**config.mk**
```make
export PLATFORM = sky130hd
export DESIGN_NAME = uatx_top
export DESIGN_NICKNAME = d
export VERILOG_FILES = /design/src/uatx_pkg.sv /design/src/uatx_fifo.sv /design/src/uatx_top.sv
export VERILOG_INCLUDE_DIRS = /design/src
export SDC_FILE = /design/constraint.sdc
export NUM_CORES = 1
export LEC_CHECK = 0
export BUFFER_PORTS_ARGS = -buffer_cell sky130_fd_sc_hd__buf_2
export CAP_MARGIN = 20
export CORE_AREA = 2 2 151 153
export DETAILED_ROUTE_END_ITERATION = 6
export DIE_AREA = 0 0 153 155
export GPL_ROUTABILITY_DRIVEN = 1
export PLACE_DENSITY_LB_ADDON = 0.12
export SLEW_MARGIN = 20
export SYNTH_ARGS = -nofsm -noshare
export SYNTH_HDL_FRONTEND = slang
export SYNTH_HIERARCHICAL = 1
export SYNTH_SLANG_ARGS = --single-unit
```
**constraint.sdc**
```tcl
create_clock -name clock_i -period 3.9 [get_ports clock_i]
set_input_delay 0.78 -clock clock_i [delete_from_list [all_inputs] [get_ports clock_i]]
set_output_delay 0.78 -clock clock_i [all_outputs]
set_load 0.005 [all_outputs]
```
**src/uatx_regs.svh**
```systemverilog
`ifndef UATX_REGS_SVH
`define UATX_REGS_SVH

// ****************************************
// timing
// ****************************************
`define UATX_CLK_PERIOD_NS    20
`define UATX_ICYC_CLKS        4
`define UATX_FLAG_VALID_ICYC  2'h2
`define UATX_ABD_PRESCALE     8

// ****************************************
// frame layout, measurement and fifo
// ****************************************
`define UATX_FRAME_W          12
`define UATX_START_BIT        1'h0
`define UATX_LINE_MARK        1'h1
`define UATX_LAST_IDX_BASE    4'h9
`define UATX_ABD_EDGES        5
`define UATX_ABD_CNT_MAX      16'hFFFF
`define UATX_FIFO_DEPTH       8

`endif

```
**src/uatx_pkg.sv**
```systemverilog
`default_nettype none
`include "uatx_regs.svh"

package uatx_pkg;

    typedef enum logic {
        UATX_TX_IDLE,
        UATX_TX_SHIFT
    } uatx_tx_e;

    typedef enum logic [1:0] {
        UATX_ABD_OFF,
        UATX_ABD_WAIT,
        UATX_ABD_COUNT
    } uatx_abd_e;

    typedef struct packed {
        logic       ninth;
        logic [7:0] data;
    } uatx_char_s;

    typedef struct packed {
        logic        serial_port_on;
        logic        transmit_on;
        logic        sync_mode;
        logic        nine_bit;
        logic        two_stop;
        logic        rate_16bit;
        logic [15:0] rate_divisor_pair;
    } uatx_cfg_s;

    typedef struct packed {
        logic start;
        logic stop;
        logic ovf_clear;
        logic rcv_rd;
    } uatx_abd_cmd_s;

    typedef struct packed {
        uatx_tx_e                  tx_st;
        logic [`UATX_FRAME_W-1:0]  frame;
        logic [3:0]                bit_idx;
        logic [3:0]                last_idx;
        logic [15:0]               div_cnt;
        uatx_char_s                hold;
        logic                      hold_full;
        logic [1:0]                wr_age;
        logic [1:0]                icyc;
        logic                      flag;
        logic                      rx_s1;
        logic                      rx_s2;
        logic                      rx_prev;
        uatx_abd_e                 abd_st;
        logic [2:0]                edges;
        logic [15:0]               abd_pre;
        logic [15:0]               abd_cnt;
        logic                      abd_ovf;
        logic                      rcv_flag;
        logic [15:0]               abd_result;
    } uatx_state_s;

endpackage

`default_nettype wire

```
**src/uatx_fifo.sv**
```systemverilog
`timescale 1ns/1ps
`default_nettype none
`include "uatx_regs.svh"

module uatx_fifo #(
    parameter int W     = 9,
    parameter int DEPTH = `UATX_FIFO_DEPTH
) (
    // clock and reset
    input  wire logic         clock_i,
    input  wire logic         rst_i,
    // fill side
    input  wire logic         in_valid_i,
    input  wire logic [W-1:0] in_data_i,
    output logic              in_ready_o,
    // drain side
    output logic              out_valid_o,
    output logic [W-1:0]      out_data_o,
    input  wire logic         out_ready_i
);
    localparam int AW = (DEPTH > 1) ? $clog2(DEPTH) : 1;

    if (DEPTH < 2 || (1 << AW) != DEPTH) begin : g_bad_depth
        $error("fifo depth must be a power of two of at least two");
    end
    if (W < 1) begin : g_bad_width
        $error("fifo width must be positive");
    end

    typedef struct packed {
        logic [DEPTH-1:0][W-1:0] mem;
        logic [AW-1:0]           wp;
        logic [AW-1:0]           rp;
        logic [AW:0]             cnt;
    } uatx_fifo_s;

    uatx_fifo_s st;
    uatx_fifo_s nxt;
    logic       push;
    logic       pop;

    assign in_ready_o  = st.cnt != (AW+1)'(DEPTH);
    assign out_valid_o = st.cnt != '0;
    assign out_data_o  = st.mem[st.rp];
    assign push        = in_valid_i && in_ready_o;
    assign pop         = out_valid_o && out_ready_i;

    always_comb begin
        nxt = st;
        if (push) begin
            nxt.mem[st.wp] = in_data_i;
            nxt.wp         = st.wp + AW'(1);
        end
        if (pop) begin
            nxt.rp = st.rp + AW'(1);
        end
        case ({push, pop})
            2'h2:    nxt.cnt = st.cnt + (AW+1)'(1);
            2'h1:    nxt.cnt = st.cnt - (AW+1)'(1);
            default: nxt.cnt = st.cnt;
        endcase
    end

    always_ff @(posedge clock_i or posedge rst_i) begin
        if (rst_i) begin
            st <= '0;
        end else begin
            st <= nxt;
        end
    end
endmodule // uatx_fifo

`default_nettype wire

```
**src/uatx_top.sv**
```systemverilog
// Function
// - line idles at mark; start bit is space, stop bits are mark
// - frame is start bit, eight or nine data bits, one or two stops
// - data bits leave least significant bit first
// - every bit on the line lasts exactly one bit period
// - bit period comes from a divider selectable as eight or sixteen bits
// - receive measurement counts on its own prescale, not the transmitter format and rate setting
// - no hardware parity; ninth bit is carried as software gives it
// - sending runs only with transmit on, async mode and port on
// - port on enables the unit and turns the line pin to output
// - turning transmit on sets the buffer free flag at once
// - a character reaching an idle shifter moves into it at once
// - queued character enters shifter right after stop bit, start follows
// - free flag clear only while transmit or port is off or sync mode is on, or while shifter busy and a character waits
// - free flag drops at the second instruction cycle boundary after a write, never within one cycle
// - free flag is read only; only the transmit enables and buffer state drive it
// - free flag ignores the interrupt mask; mask only gates the request
// - overflow flag sets if rate counter wraps before the fifth rise
// - after overflow the rate counter keeps counting to the fifth rise
// - fifth rise sets receive flag and stops the measurement
// - receive buffer read clears receive flag; software clears overflow
// - overflow flag cannot be cleared while measurement still runs
`timescale 1ns/1ps
`default_nettype none
`include "uatx_regs.svh"

module uatx_top
    import uatx_pkg::*;
#(
    parameter int ABD_PRESCALE = `UATX_ABD_PRESCALE,
    parameter int FIFO_DEPTH   = `UATX_FIFO_DEPTH
) (
    // clock and reset
    input  wire logic          clock_i,
    input  wire logic          rst_i,
    // configuration
    input  wire uatx_cfg_s     cfg_i,
    input  wire logic          transmit_irq_mask_i,
    // character stream
    input  wire logic          char_valid_i,
    input  wire uatx_char_s    char_i,
    output logic               char_ready_o,
    // line pins
    output logic               transmit_clock_pin_o,
    output logic               transmit_clock_pin_oe_o,
    input  wire logic          rx_pin_i,
    // transmit status
    output logic               transmit_buffer_free_flag_o,
    output logic               transmit_irq_o,
    output logic               shifter_empty_o,
    // rate measurement
    input  wire uatx_abd_cmd_s abd_cmd_i,
    output logic               autobaud_run_o,
    output logic               autobaud_overflow_flag_o,
    output logic               receive_flag_o,
    output logic [15:0]        measured_rate_o
);
    if (ABD_PRESCALE < 1 || ABD_PRESCALE > 65536) begin : g_bad_pre
        $error("measurement prescale must lie in 1 to 65536");
    end

    uatx_state_s st;
    uatx_state_s nxt;
    logic        tx_active;
    logic [15:0] div_load;
    logic        icyc_tick;
    logic        bit_end;
    logic        do_load;
    logic        fifo_valid;
    uatx_char_s  fifo_data;
    logic        hold_take;
    logic        rise;
    logic        fall;
    logic        pre_tick;
    logic        fifth_edge;
    logic        ovf_set;

    // ****************************************
    // enables and buffering
    // ****************************************
    assign tx_active = cfg_i.transmit_on && !cfg_i.sync_mode && cfg_i.serial_port_on;
    assign div_load  = cfg_i.rate_16bit ? cfg_i.rate_divisor_pair
                                        : {8'h00, cfg_i.rate_divisor_pair[7:0]};
    assign icyc_tick = st.icyc == 2'(`UATX_ICYC_CLKS - 1);
    assign bit_end   = st.tx_st == UATX_TX_SHIFT && st.div_cnt == 16'h0000;
    // the fifo drains only into an empty holding buffer, so a busy line stalls the source
    assign hold_take = fifo_valid && !st.hold_full && tx_active;

    uatx_fifo #(
        .W     ($bits(uatx_char_s)),
        .DEPTH (FIFO_DEPTH)
    ) u_fifo (
        .clock_i     (clock_i),
        .rst_i       (rst_i),
        .in_valid_i  (char_valid_i),
        .in_data_i   (char_i),
        .in_ready_o  (char_ready_o),
        .out_valid_o (fifo_valid),
        .out_data_o  (fifo_data),
        .out_ready_i (hold_take)
    );

    // ****************************************
    // measurement edges
    // ****************************************
    assign rise       = st.rx_s2 && !st.rx_prev;
    assign fall       = !st.rx_s2 && st.rx_prev;
    assign pre_tick   = st.abd_pre == 16'(ABD_PRESCALE - 1);
    assign fifth_edge = st.abd_st == UATX_ABD_COUNT && rise
                        && st.edges == 3'(`UATX_ABD_EDGES - 1);
    assign ovf_set    = st.abd_st == UATX_ABD_COUNT && pre_tick
                        && st.abd_cnt == `UATX_ABD_CNT_MAX;

    // ****************************************
    // next state
    // ****************************************
    always_comb begin
        nxt      = st;
        do_load  = 1'b0;
        nxt.icyc = st.icyc + 2'h1;
        if (icyc_tick && st.wr_age != `UATX_FLAG_VALID_ICYC) begin
            nxt.wr_age = st.wr_age + 2'h1;
        end
        if (hold_take) begin
            nxt.hold      = fifo_data;
            nxt.hold_full = 1'b1;
            nxt.wr_age    = 2'h0;
        end
        case (st.tx_st)
            UATX_TX_IDLE: begin
                do_load = st.hold_full;
            end
            UATX_TX_SHIFT: begin
                if (st.div_cnt != 16'h0000) begin
                    nxt.div_cnt = st.div_cnt - 16'h0001;
                end else if (st.bit_idx == st.last_idx) begin
                    if (st.hold_full) begin
                        do_load = 1'b1;
                    end else begin
                        nxt.tx_st = UATX_TX_IDLE;
                        nxt.frame = '1;
                    end
                end else begin
                    nxt.frame   = {`UATX_LINE_MARK, st.frame[`UATX_FRAME_W-1:1]};
                    nxt.bit_idx = st.bit_idx + 4'h1;
                    nxt.div_cnt = div_load;
                end
            end
            default: begin
                nxt.tx_st = UATX_TX_IDLE;
            end
        endcase
        if (do_load) begin
            // ninth bit passes untouched; parity, if any, is the caller's business
            nxt.frame     = {{2{`UATX_LINE_MARK}},
                             cfg_i.nine_bit ? st.hold.ninth : `UATX_LINE_MARK,
                             st.hold.data, `UATX_START_BIT};
            nxt.last_idx  = `UATX_LAST_IDX_BASE + {3'h0, cfg_i.nine_bit}
                            + {3'h0, cfg_i.two_stop};
            nxt.bit_idx   = 4'h0;
            nxt.div_cnt   = div_load;
            nxt.tx_st     = UATX_TX_SHIFT;
            nxt.hold_full = 1'b0;
        end
        if (!tx_active) begin
            nxt.tx_st     = UATX_TX_IDLE;
            nxt.frame     = '1;
            nxt.hold_full = 1'b0;
            nxt.bit_idx   = 4'h0;
        end
        // the flag has no write path at all; it is rebuilt from buffer state each cycle
        nxt.flag = tx_active && !(nxt.hold_full && nxt.tx_st == UATX_TX_SHIFT
                   && nxt.wr_age == `UATX_FLAG_VALID_ICYC);

        nxt.rx_s1   = rx_pin_i;
        nxt.rx_s2   = st.rx_s1;
        nxt.rx_prev = st.rx_s2;
        case (st.abd_st)
            UATX_ABD_OFF: begin
                nxt.abd_st = UATX_ABD_OFF;
            end
            UATX_ABD_WAIT: begin
                if (fall) begin
                    nxt.abd_st  = UATX_ABD_COUNT;
                    nxt.abd_cnt = 16'h0000;
                    nxt.abd_pre = 16'h0000;
                end
            end
            UATX_ABD_COUNT: begin
                nxt.abd_pre = pre_tick ? 16'h0000 : st.abd_pre + 16'h0001;
                if (pre_tick) begin
                    nxt.abd_cnt = st.abd_cnt + 16'h0001;
                end
                if (rise) begin
                    nxt.edges = st.edges + 3'h1;
                end
                if (fifth_edge) begin
                    nxt.abd_st     = UATX_ABD_OFF;
                    nxt.abd_result = st.abd_cnt;
                end
            end
            default: begin
                nxt.abd_st = UATX_ABD_OFF;
            end
        endcase
        if (abd_cmd_i.stop) begin
            nxt.abd_st = UATX_ABD_OFF;
        end
        if (abd_cmd_i.start) begin
            nxt.abd_st = UATX_ABD_WAIT;
            nxt.edges  = 3'h0;
        end
        if (abd_cmd_i.ovf_clear && st.abd_st == UATX_ABD_OFF) begin
            nxt.abd_ovf = 1'b0;
        end
        if (ovf_set) begin
            nxt.abd_ovf = 1'b1;
        end
        if (abd_cmd_i.rcv_rd) begin
            nxt.rcv_flag = 1'b0;
        end
        if (fifth_edge) begin
            nxt.rcv_flag = 1'b1;
        end
    end

    always_ff @(posedge clock_i or posedge rst_i) begin
        if (rst_i) begin
            // line and receive history start at their idle high level, so no false edge
            st         <= '0;
            st.frame   <= '1;
            st.rx_s1   <= 1'b1;
            st.rx_s2   <= 1'b1;
            st.rx_prev <= 1'b1;
        end else begin
            st <= nxt;
        end
    end

    // ****************************************
    // outputs
    // ****************************************
    assign transmit_clock_pin_o        = st.frame[0];
    assign transmit_clock_pin_oe_o     = cfg_i.serial_port_on;
    assign transmit_buffer_free_flag_o = st.flag;
    assign transmit_irq_o              = st.flag && transmit_irq_mask_i;
    assign shifter_empty_o             = st.tx_st == UATX_TX_IDLE;
    assign autobaud_run_o              = st.abd_st != UATX_ABD_OFF;
    assign autobaud_overflow_flag_o    = st.abd_ovf;
    assign receive_flag_o              = st.rcv_flag;
    assign measured_rate_o             = st.abd_result;
endmodule // uatx_top

`default_nettype wire

```
# After elaboration in Yosys (flattened, before gate mapping)
# Index checks and enable logic that the tools add are counted.
# word_totals
register_bits	192
latch_bits	0
ram_bits	0
romBits	0
in_bits	40
out_inout_bits	25
wordCells	155
memories	0
# op_classes
n_addsub	13
mul	0
div_mod_pow	0
n_lt_le_gt_ge	3
n_eq_ne	21
shifts	0
muxes	42
n_bitwise	1
n_reduce_logical	43
# op_table
cell	n
$mux 16	6
$bwmux 72	1
$pmux 32 s2	1
$mux 17	3
$mux 37	1
$add 16x1->16 const B	2
$mux 32	1
$bmux 9 s3	1
$demux 9 s3	1
$logic_and 1x1->1	19
$mux 9	2
$eq 16x16->1 const B	1
$eq 16x3->1 const B	1
$ne 4x4->1 const B	4
$reduce_bool 16->1	1
$reduce_bool 2->1	8
$sub 16x1->16 const B	1
$mux 13	1
$mux 12	1
$mux 1	11
$reduce_and 2->1	5
$add 3x1->3 const B	3
$mux 3	3
$ne 3x3->1 const B	3
24 further kinds	42

# Logic depth before layout (Yosys ltp)
# Gate-level depths: netlist of the first run.
# logic_depth
depth_word	11
ltp_mapped	12
ltp_nobuf	11

# By module
# Netlist of the first run, hierarchy kept.
# modules_own_cells
module	instances	cells_each	area_each_um2	seq_area_each_um2
uatx_top	1	575	5751.8	2746.4
uatx_fifo	1	243	3995.1	2052.0

# Worst setup path before layout of the first run
# No wires, ideal clock.
# synth_path
path_kind	register to register
start	register u_fifo/st[1] (netlist bit)
end	register u_fifo/st[3] (netlist bit)
setup_time_ns	0.090
t_arrival_ns	3.108
t_required_ns	3.810
slack_ns	0.702
path_stages_with_launch	12
path_buffers	3
synth_period_minus_slack_ns	3.198
cell_sequence	dfrtp_1 buf_6 or4_2 and3_1 buf_1 nand2_1 inv_1 ha_1 clkbuf_1 or4b_2 a21o_1 o221ai_1
# synth_between
elab_chain_len	6
elab_cells_between_ends	12
classes_between	add/sub: 2; eq/ne: 3; mux: 1; reduce/logical: 6
# synth_rtl
item	line	source
start: declaration	uatx_fifo.sv:37	uatx_fifo_s st;
start signal: assignment	uatx_fifo.sv:68	st <= nxt;
$reduce_bool 4->1 (*)	uatx_fifo.sv:43	assign out_valid_o = st.cnt != '0;
via fifo_valid	uatx_top.sv:69	logic fifo_valid;
$logic_and 1x1->1 (*) (2 in series)	uatx_top.sv:87	assign hold_take = fifo_valid && !st.hold_full && tx_active;
via hold_take	uatx_top.sv:71	logic hold_take;
$logic_and 1x1->1 (*)	uatx_fifo.sv:46	assign pop = out_valid_o && out_ready_i;
via u_fifo.pop	uatx_fifo.sv:40	logic pop;
$eq 2x1->1 or $eq 2x2->1 (tied branches)	uatx_fifo.sv:57	case ({push, pop})
$pmux 4 s2 or $reduce_bool 2->1 (tied branches)	n/a	
# The timed path passes the listed nets; every way through them passes the cells marked *.
# A chain may end at the register's enable or synchronous reset.

# Worst setup path after layout of the first run
# layout_path
start	register u_fifo/st[0] (netlist bit)
end	register u_fifo/st[3] (netlist bit)
# layout_between
elab_chain_len	6
elab_cells_between_ends	12
classes_between	add/sub: 2; eq/ne: 3; mux: 1; reduce/logical: 6
# layout_rtl
item	line
$reduce_bool 4->1 (*)	uatx_fifo.sv:43
via fifo_valid	uatx_top.sv:69
$logic_and 1x1->1 (2 in series)	uatx_top.sv:87
$logic_and 1x1->1 (*)	uatx_fifo.sv:46
via u_fifo.pop	uatx_fifo.sv:40
$eq 2x1->1 or $eq 2x2->1 (tied branches)	uatx_fifo.sv:57
$pmux 4 s2 or $reduce_bool 2->1 (tied branches)	n/a
# Marked as above.

==> results of run 1 <==
power breakdown:
part	leakage (nW)	total, mW	internal [mW]	switching [mW]
registers	2.35	2.96	2.52	0.446
logic	1.95	1.76	1.07	0.692
clock network	0.295	1.77	0.919	0.848
worst paths after layout:
path,slack (ps),end,depth (start not counted),from
min in group asynchronous,470,measured_rate_o[4]$_DFFE_PP0P_,3,rst_i
setup / recovery,790,u_fifo/st[3]$_DFFE_PP0P_,8,u_fifo/st[0]$_DFFE_PP0P_
setup reg to reg,790,u_fifo/st[3]$_DFFE_PP0P_,8,u_fifo/st[0]$_DFFE_PP0P_
hold / removal,370,nxt[55]$_DFF_PP1_,0,nxt[56]$_DFF_PP1_
hold reg to reg,370,nxt[55]$_DFF_PP1_,0,nxt[56]$_DFF_PP1_
max in group asynchronous,2830,u_fifo/st[75]$_DFFE_PP0P_,3,rst_i
cell usage after synthesis, drive strengths merged (4+ instances only):
cell type  count
a21boi         5
a21o           5
a21oi         26
a221o          6
a2bb2oi        6
a31oi          6
and2           9
buf           37
clkbuf        17
dfrtp        176
dfstp         15
ha            15
inv           27
mux2         109
mux4          18
nand2         58
nand2b         5
nand3         21
nand4         15
nor2          47
nor2b          8
nor3           7
nor4          19
nor4b          6
o21ai         48
o22ai          5
o31ai          8
o41ai          4
or4            9
xnor2         16
xor2           9
kinds of logic after synthesis:
logic type,share of synthesized area
and+or+nand+nor,0.147
DFF,0.492
AOI/OAI and AO/OA,0.101
muxes,0.174
buffers and inverters,0.0439
xor gates and xnor gates,0.0225
adders and majority gates,0.0193
stage by stage:
stage                     cell area (um^2)  power (mW)  worst slack, ps  utilization
final                                10800        6.49              790        0.485
after global routing                 10800        6.88              675        0.485
after CTS                            10800        6.58              792        0.485
after detailed placement             10200        4.79              528        0.458
after global placement               10200        4.67              691        0.458
after floorplan                       9750        4.33              271            -
sequential cells by signal, summed over array words and instances, names as in the netlist:
register,cells
autobaud_overflow_flag_o,1
measured_rate_o,16
nxt,2
receive_flag_o,1
st,87
transmit_buffer_free_flag_o,1
transmit_clock_pin_o,1
u_fifo/st,82
area by class of cell:
class,instances,share of cell area
flip-flops and latches,191,0.445
multi-input cells,546,0.419
clock buffers,17,0.0394
repair buffers,73,0.0375
well taps,285,0.0331
clock inverters,15,0.0159
inverters,27,0.0101
worst reg2reg max path: stages (launching register included):
cell	delay, ps
dfrtp_1	480
or4_2	760
and3_1	220
nand2_1	120
inv_1	80
ha_1	390
or4b_2	710
a21o_1	180
o221ai_1	80
cell usage in the layout, fill, tap and decap left out, types with 4 or more instances in the layout:
master,synthesis,layout
dfrtp_1,176,176
mux2_2,100,100
buf_2,9,64
nand2_1,58,58
o21ai_0,48,48
nor2_1,46,46
a21oi_1,25,25
inv_1,26,24
nand3_1,20,20
mux4_2,18,18
clkbuf_16,0,17
xnor2_1,16,16
ha_1,15,15
dfstp_2,15,15
nand4_1,14,14
nor4_1,14,14
xor2_1,9,9
mux2_4,9,9
nor2b_1,8,8
or4_1,7,7
o31ai_1,7,7
inv_6,1,7
buf_4,18,7
nor3_1,6,6
a2bb2oi_1,6,6
a31oi_1,6,6
a221o_1,6,6
nand2b_1,5,5
nor4_4,5,5
and2_1,5,5
a21boi_0,5,5
a21o_1,5,5
o41ai_1,4,4
o22ai_1,4,4
layer usage:
layer	share of wire	wire length (um)	vias up
li1	-	-	3075
met1	0.47	9780	3359
met2	0.49	10200	144
met3	0.037	771	23
met4	0.011	227	0
met5	0	0	-
==> impl_results.md, run 1 <==
- Run status: completed
- Peak supply drop: ~380 uV
- Slew margin rel.: 0.341
- Core area: around 22000 um^2
- Maximum number of pins on one net before global-route repair: 110
- Final hold violation count: 0
- I/O Pins: 65
- First-pass GRT wire length: 35600 um
- Crit path cell chain: or4_2 -> and3_1 -> nand2_1 -> inv_1 -> ha_1 -> or4b_2 -> a21o_1 -> o221ai_1
- Drt drc: 0
- Lkg Pwr: roughly 4.6 nW
- GR Layer Usage met1: 0.250
- Crit-path max FO: 8
- Initial Util: 0.439
- Largest cells by area after synthesis: dfrtp_1 (45%), mux2_2 (12%), mux4_2 (4.2%), dfstp_2 (4.0%), o21ai_0 (2.5%)
- Post-CTS setup buffer count: 0
- # nets final: a little over 900
- Finished Layout Cells: 1154
- CP Launch Type: flop
- Synthesis-to-finish area growth: 10.7%
- Netlist cell types: 86
- Setup Skew: 12.8 ps
- Seq cells post-synth: 191
- Multi-input logic area: around 4500 um^2
- Synthesized cell area: 9750 um^2
- Diode count: 0
- Worst slew pin tran: just under 1000 ps
- CP peak stage delay: between 700 and 800 ps
- H-Tree Depth: 4
- Leading area contributor after synthesis: dfrtp_1
- Drt wl/cell: between 15 and 20 um
- DR vias/cell: approximately 5.7
- Die Area: ~24000 um^2
- Total placed cells including tap cells: 1122
- CTS resizes: 0
- Vias in the first global route: 6796
- CTS tree: yes
- GR Layer Usage met3: 0.0376
- Top delay family on crit path: simple AND/OR/NAND/NOR gates
- Period minus WS final: 3110 ps
- Bufs on Longest Clock Path: 2
- Hold crit path type: reg -> reg
- Cell count after synthesis: just over 800
- Crit path buf inv count: 1
- Die Y-Extent: 155 um
- Max Freq: about 320 MHz
- Placement Rows: 55
- Detailed Route WL: 21000 um
- Period utilization: 0.797
- Hold-fix buffers at CTS: 0
- Antenna-violating nets left: 0
- Gr busiest metal: met2
- Met2 Use GR: 0.308
- Slowest stage cell on the critical path: or4_2
- Crit path kind: reg -> reg
- Sequential fraction of the synthesis area: 0.492
- GRT Util Overall: 0.185
- Maxcap violations: 0
- Final Setup Violations: 0
- Max-slew violation count: 0
- Vias: between 6000 and 7000
- Fillers: 1978
- DRT iter0 DRCs: roughly 380
- DR pass1 iterations: 5
- Crit. End Element: flop
- RSZ-0062 raised after global routing: no
- Synth top area share: 0.452
- Hold WS: between 300 and 400 ps
- Async set-reset flop share out of synthesis: 1.00
- Initial antenna violation count: 0
- YS warnings: 6
- FF+latch area: roughly 4800 um^2
- Total negative slack: 0 ps
- Num CTS Buffers: 17
- Number of synthesized flops with an enable pin: 0
- Share of post-route cells with drive strength above 1: 0.331
- CTS root buffer: clkbuf_16
- GRT overflow: 0
- Worst EP arrival: roughly 3400 ps
- Clock transition at path regs: 70 ps
- Critical path required time: 4230 ps
- Post-Syn Nets: 873
- Synth Flop Type: dfrtp_1
- PwrDens: ~600 nW/um^2
- Post-DP HPWL: 14300 um
- Insertion delay to the later sink of the worst-skew pair: around 440 ps
- Mapped Avg Cell Area: ~12 um^2
- Buffers on Ports: between 60 and 70
- DIE WIDTH: 153 um
- Final GP Congestion: just over 0.8
- # clock sinks: 191
Power figures use the tool's default switching activity.
==> run 2: changes to the inputs <==
Clock period 3.9 ns to 3.1 ns, I/O delays scaled along.
==> run 2 against run 1 <==
Critical path depth unchanged. Via count rose by 0.68%. Wire length grew 2.0%. Utilization grew 0.55 points. Hold slack worse by 130 ps. Sequential share of layout area is 0.50 points lower. Die area did not move. Fmax rose by 7.2%. Setup slack lost 590 ps. Critical endpoint unchanged. Largest power group unchanged.
==> impl_results.md, run 2 (synthesized netlist as in run 1, its figures left out) <==
- Run status: completed
- Period utilization: 0.936 (+0.138)
- Initial Util: 0.439 (unchanged)
- Drt drc: 0 (unchanged)
- # nets final: 924 (+1.4%)
- Setup Skew: 11.5 ps (-1.33 ps)
- RSZ-0062 raised after global routing: no
- Worst EP arrival: 3190 ps (-250 ps)
- Top reg by flops: st
- Vias in the first global route: 6730 (-0.97%)
- Max Freq: 345 MHz (+7.2%)
- Drt wl/cell: 18.4 um (+0.84%)
- Crit-path max FO: 6 (-2)
- Post-CTS setup buffer count: 0 (unchanged)
- Hold-fix buffers at CTS: 0 (unchanged)
- Combinational power share: 0.280 (+0.009)
- Crit path cell chain: or4_2 -> and3_1 -> nand2_1 -> inv_1 -> ha_1 -> nand3b_1 -> a2111oi_0 -> o221ai_1
- Initial antenna violation count: 0 (unchanged)
- PwrDens: 755 nW/um^2 (+25%)
- Maxcap violations: 0 (unchanged)
- Num CTS Buffers: 17 (unchanged)
- Crit path kind: reg -> reg
- Maximum number of pins on one net before global-route repair: 88 (-20%)
- Synthesis-to-finish area growth: 11.9%
- GRT Util Overall: 0.188 (+0.00314)
- Vias: 6646 (+0.68%)
- Hold crit path type: in -> async
- Sw frac: 0.305 (-0.00141)
- CP Launch Type: flop
- DIE WIDTH: 153 um (unchanged)
- Total negative slack: 0 ps (unchanged)
- Period minus WS final: 2900 ps (-209 ps)
- Slew margin rel.: 0.433 (+0.0922)
- DRT iter0 DRCs: 329 (-14%)
- Fillers: 2000 (+1.1%)
- Crit path buf inv count: 1 (unchanged)
- Placement Rows: 55 (unchanged)
- CTS resizes: 0 (unchanged)
- GRT overflow: 0 (unchanged)
- DR vias/cell: 5.69 (-0.44%)
- Die Y-Extent: 155 um (unchanged)
- Worst-case reg-to-reg path depth: 8 (unchanged)
- Hold WS: 235 ps (-134 ps)
- Max-slew violation count: 0 (unchanged)
- CTS tree: yes
- H-Tree Depth: 4 (unchanged)
- Int Power: 5.73 mW (+27%)
- Top delay family on crit path: simple AND/OR/NAND/NOR gates
- First-pass GRT wire length: 36000 um (+0.95%)
- Clk pwr share: 0.273 (about the same)
- Final GP Congestion: 0.840 (+4.2%)
- Critical path required time: 3390 ps (-840 ps)
- Most frequent cells in the layout: dfrtp_1 (176), mux2_2 (100), buf_2 (64)
- CTS root buffer: clkbuf_16
- Insertion delay to the later sink of the worst-skew pair: 440 ps (about the same)
- Diode count: 0 (unchanged)
- Detailed Route WL: 21400 um (+2.0%)
- Clock transition at path regs: 80 ps (about the same)
- Final hold violation count: 0 (unchanged)
- Commonest non-fill, non-tap cell in the layout: dfrtp_1
- Crit. End Element: flop
- Core Util, Final: 0.491 (+0.00552)
- Buffers on Ports: 64 (unchanged)
- Bufs on Longest Clock Path: 2 (unchanged)
- Post-DP HPWL: 14600 um (+2.4%)
- Worst slew pin tran: 844 ps (-137 ps)
- # clock sinks: 191 (unchanged)
- Share of post-route cells with drive strength above 1: 0.341 (+0.00985)
- Core area: 22200 um^2 (unchanged)
- Peak supply drop: 445 uV (+16%)
- Max reg flops: 87 (unchanged)
- Sw power: 2.51 mW (+26%)
- Crit path depth: 8 (unchanged)
- DR pass1 iterations: 5 (unchanged)
- I/O Pins: 65 (unchanged)
- Die Area: 23700 um^2 (unchanged)
- Lkg Pwr: 4.66 nW (+1.4%)
- Slowest stage cell on the critical path: or4_2
- Sequential share of power: 0.447 (-0.009)
- CP peak stage delay: 720 ps (-40 ps)
- Antenna-violating nets left: 0 (unchanged)
- Final Setup Violations: 0 (unchanged)
==> run 2: area by class of cell <==
cell class | instances | area (um^2) | area share
flip-flops and latches | 191 | 4800 | 0.440
clock inverters | 15 | 186 | 0.0171
repair buffers | 86 | 510 | 0.0468
inverters | 27 | 110 | 0.0101
well taps | 285 | 357 | 0.0327
multi-input cells | 546 | 4520 | 0.414
clock buffers | 17 | 425 | 0.0390
==> run 2: worst reg2reg max path, cell delays in order, from the launching register on <==
cell       delay (ps)
dfrtp_1           370
or4_2             720
and3_1            220
nand2_1           120
inv_1              90
ha_1              250
nand3b_1          230
a2111oi_0         540
o221ai_1          200
==> run 2: power by group through the flow <==
stage	clock network [mW]	registers, mW	logic, mW
finish	2.25	3.68	2.31
CTS	2.32	3.68	2.35
global route	2.41	3.77	2.52
floorplan	0	3.48	1.97
detailed placement	0	3.73	2.34
global placement	0	3.67	2.26
==> run 2: layer usage <==
metal	routed length [um]	track usage	up-vias
met5	0	0	-
met4	145	0.0450	0
met3	780	0.0340	10
met2	10500	0.313	108
met1	10000	0.259	3428
li1	-	-	3100
==> run 2: through the flow <==
stage | worst slack [ps] | cell area [um^2] | total power [mW] | instances
global route | 40.9 | 10900 | 8.70 | 1167
floorplan | 2.60 | 9750 | 5.45 | 818
CTS | 243 | 10900 | 8.35 | 1167
finish | 199 | 10900 | 8.24 | 1167
global placement | 335 | 10300 | 5.92 | 1135
detailed placement | 127 | 10300 | 6.07 | 1135
==> run 2: final timing paths <==
path	slack, ps	to	startpoint
worst max-delay path	200	u_fifo/st[3]$_DFFE_PP0P_	u_fifo/st[0]$_DFFE_PP0P_
worst min-delay path	230	measured_rate_o[6]$_DFFE_PP0P_	rst_i
worst max register to register	200	u_fifo/st[3]$_DFFE_PP0P_	u_fifo/st[0]$_DFFE_PP0P_
worst min register to register	370	nxt[55]$_DFF_PP1_	nxt[56]$_DFF_PP1_
max in group asynchronous	2020	transmit_clock_pin_o$_DFFE_PP1P_	rst_i
min in group clock_i	270	nxt[56]$_DFF_PP1_	rx_pin_i
==> run 3: changes to the inputs <==
--- a/config.mk
+++ b/config.mk
@@ -10,2 +10,4 @@
 export CAP_MARGIN = 20
+export CELL_PAD_IN_SITES_DETAIL_PLACEMENT = 0
+export CELL_PAD_IN_SITES_GLOBAL_PLACEMENT = 1
 export CORE_AREA = 2 2 151 153
==> constraint.sdc (replaced) <==
create_clock -name clock_i -period 3.1 [get_ports clock_i]
set_input_delay 0.155 -clock clock_i [delete_from_list [all_inputs] [get_ports clock_i]]
set_output_delay 0.155 -clock clock_i [all_outputs]
set_load 0.005 [all_outputs]
==> run 3 against run 2 <==
Power rose by 0.39%. Sequential share of layout area fell by 0.22 points. Non-clock buffer count rose by 5. First-iteration DRC count fell by 10%. Largest cell class unchanged. Wire length barely moved. Register-to-register slack got worse by 20 ps. Combinational power barely moved.
==> impl_results.md, run 3 (synthesized netlist as in run 1, its figures left out) <==
- Run status: completed
- GR Layer Usage met1: 0.248 (-0.0103)
- Slowest stage cell on the critical path: or4_2
- Drt drc: 0 (unchanged)
- DR pass1 iterations: 6 (+1)
- Vias in the first global route: 6863 (+2.0%)
- Total negative slack: 0 ps (unchanged)
- Initial antenna violation count: 0 (unchanged)
- GRT overflow: 0 (unchanged)
- Total placed cells including tap cells: 1132 (-0.26%)
- Worst EP arrival: 3260 ps (+70 ps)
- Period minus WS final: 2920 ps (+17.8 ps)
- Maxcap violations: 0 (unchanged)
- Post-DP HPWL: 14600 um (-0.13%)
- Commonest non-fill, non-tap cell in the layout: dfrtp_1
- Post-CTS setup buffer count: 0 (unchanged)
- Finished Layout Cells: 1172 (+0.43%)
- Bufs on Longest Clock Path: 2 (unchanged)
- Sequential share of power: 0.442 (-0.005)
- Die Y-Extent: 155 um (unchanged)
- GR Layer Usage met3: 0.0384 (+0.00446)
- Core area: 22200 um^2 (unchanged)
- Combinational power share: 0.280 (about the same)
- CTS root buffer: clkbuf_16
- Hold-fix buffers at CTS: 8 (+8)
- Period utilization: 0.941 (+0.00575)
- Crit. End Element: flop
- CP Launch Type: flop
- CP peak stage delay: 720 ps (about the same)
- Synthesis-to-finish area growth: 12.5%
- Worst slew pin tran: 966 ps (+122 ps)
- Fillers: 1995 (-0.25%)
- Max-slew violation count: 0 (unchanged)
- Final Setup Violations: 0 (unchanged)
- Vias: 6604 (-0.63%)
- Final hold violation count: 0 (unchanged)
- Antenna-violating nets left: 0 (unchanged)
- Maximum number of pins on one net before global-route repair: 57 (-35%)
- Die Area: 23700 um^2 (unchanged)
- # nets final: 929 (+0.54%)
- Post-route design area: 11000 um^2 (+0.49%)
- Critical path required time: 3440 ps (+50 ps)
- Crit path cell chain: or4_2 -> and3_1 -> nand2_1 -> inv_1 -> ha_1 -> or4b_2 -> a21o_1 -> o221ai_1
- DIE WIDTH: 153 um (unchanged)
- Peak supply drop: 395 uV (-11%)
- Placement Rows: 55 (unchanged)
- Slew margin rel.: 0.351 (-0.0821)
- Detailed Route WL: 21400 um (about the same)
- Crit path buf inv count: 1 (unchanged)
- Crit path kind: reg -> reg
- Clk pwr share: 0.279 (+0.006)
- Int Power: 5.81 mW (+1.5%)
- Area after DPL: 10300 um^2 (-0.34%)
- Met2 Use GR: 0.321 (+0.00769)
- DRT iter0 DRCs: 295 (-10%)
- RSZ-0062 raised after global routing: no
- Share of post-route cells with drive strength above 1: 0.336 (-0.00531)
- Clock transition at path regs: 80 ps (about the same)
- # clock sinks: 191 (unchanged)
- GRT Util Overall: 0.187 (-0.00101)
- Lkg Pwr: 4.69 nW (+0.67%)
- Setup Skew: 13.6 ps (+2.15 ps)
- CTS resizes: 0 (unchanged)
- Sw frac: 0.297 (-0.00735)
- Buffers on Ports: 64 (unchanged)
- Final GP Congestion: 0.849 (+1.0%)
- Initial Util: 0.439 (unchanged)
- Gr busiest metal: met2
- Top reg by flops: st
- CTS tree: yes
- DR vias/cell: 5.63 (-1.1%)
- Num CTS Buffers: 17 (unchanged)
- Top delay family on crit path: simple AND/OR/NAND/NOR gates
- I/O Pins: 65 (unchanged)
- First-pass GRT wire length: 36000 um (unchanged)
- Insertion delay to the later sink of the worst-skew pair: 430 ps (about the same)
- Hold crit path type: in -> reg
- Max Freq: 343 MHz (-0.61%)
- Drt wl/cell: 18.3 um (-0.48%)
- Most frequent cells in the layout: dfrtp_1 (176), mux2_2 (100), buf_2 (64)
- PwrDens: 754 nW/um^2 (-0.10%)
- Max reg flops: 87 (unchanged)
- H-Tree Depth: 4 (unchanged)
- Diode count: 0 (unchanged)
- Crit-path max FO: 8 (+2)
- Sw power: 2.46 mW (-2.0%)
- Hold WS: 28.8 ps (-206 ps)
-- run 3: cell count changes in the layout (fill, tap and decap cells not counted), moves of 2 or more --
cell,delta
clkinv_2,+2
dlygate4sd3_1,+8
clkinvlp_4,-2
clkbuf_8,+2
inv_6,-2
buf_4,-2
clkinv_8,-3
-- run 3: final timing paths --
path | from | depth (start not counted) | slack (ps) | to
hold / removal | char_valid_i | 3 | 30 | u_fifo/st[9]$_DFFE_PP0P_
hold reg to reg | nxt[56]$_DFF_PP1_ | 0 | 360 | nxt[55]$_DFF_PP1_
max in group asynchronous | rst_i | 4 | 1850 | transmit_clock_pin_o$_DFFE_PP1P_
setup reg to reg | u_fifo/st[0]$_DFFE_PP0P_ | 8 | 180 | u_fifo/st[3]$_DFFE_PP0P_
min in group asynchronous | rst_i | 3 | 400 | u_fifo/st[73]$_DFFE_PP0P_
setup / recovery | u_fifo/st[0]$_DFFE_PP0P_ | 8 | 180 | u_fifo/st[3]$_DFFE_PP0P_
-- run 3: cell type report --
class	instances	area, um^2	share of cell area
Multi-Input combinational cell	546	4520	0.412
Clock inverter	13	168	0.0153
Tap cell	285	357	0.0325
Sequential cell	191	4800	0.438
Clock buffer	19	453	0.0413
Timing Repair Buffer	91	556	0.0507
Inverter	27	110	0.0100
-- run 3: layer usage --
layer	vias up	share of wire
li1	3113	-
met1	3377	0.46
met2	101	0.50
met3	13	0.029
met4	0	0.0085
met5	-	0
-- run 3: worst min-delay path, stage by stage --
cell     delay, ps
buf_2          120
nand3_1         70
xnor2_1         70
-- run 3: power by group through the flow --
| stage | logic [mW] | clock network (mW) | registers [mW] |
|---|---|---|---|
| finish | 2.31 | 2.30 | 3.65 |
| global route | 2.50 | 2.49 | 3.74 |
| CTS | 2.35 | 2.37 | 3.65 |
| detailed placement | 2.32 | 0 | 3.69 |
| global placement | 2.25 | 0 | 3.63 |
| floorplan | 1.97 | 0 | 3.48 |
-- run 3: metrics by stage --
step | utilization | power, mW | setup slack [ps]
final | 0.493 | 8.27 | 182
after global routing | 0.493 | 8.73 | 67.1
after CTS | 0.493 | 8.37 | 175
after detailed placement | 0.462 | 6.02 | 203
after global placement | 0.462 | 5.88 | 253
after floorplan | - | 5.45 | 2.60
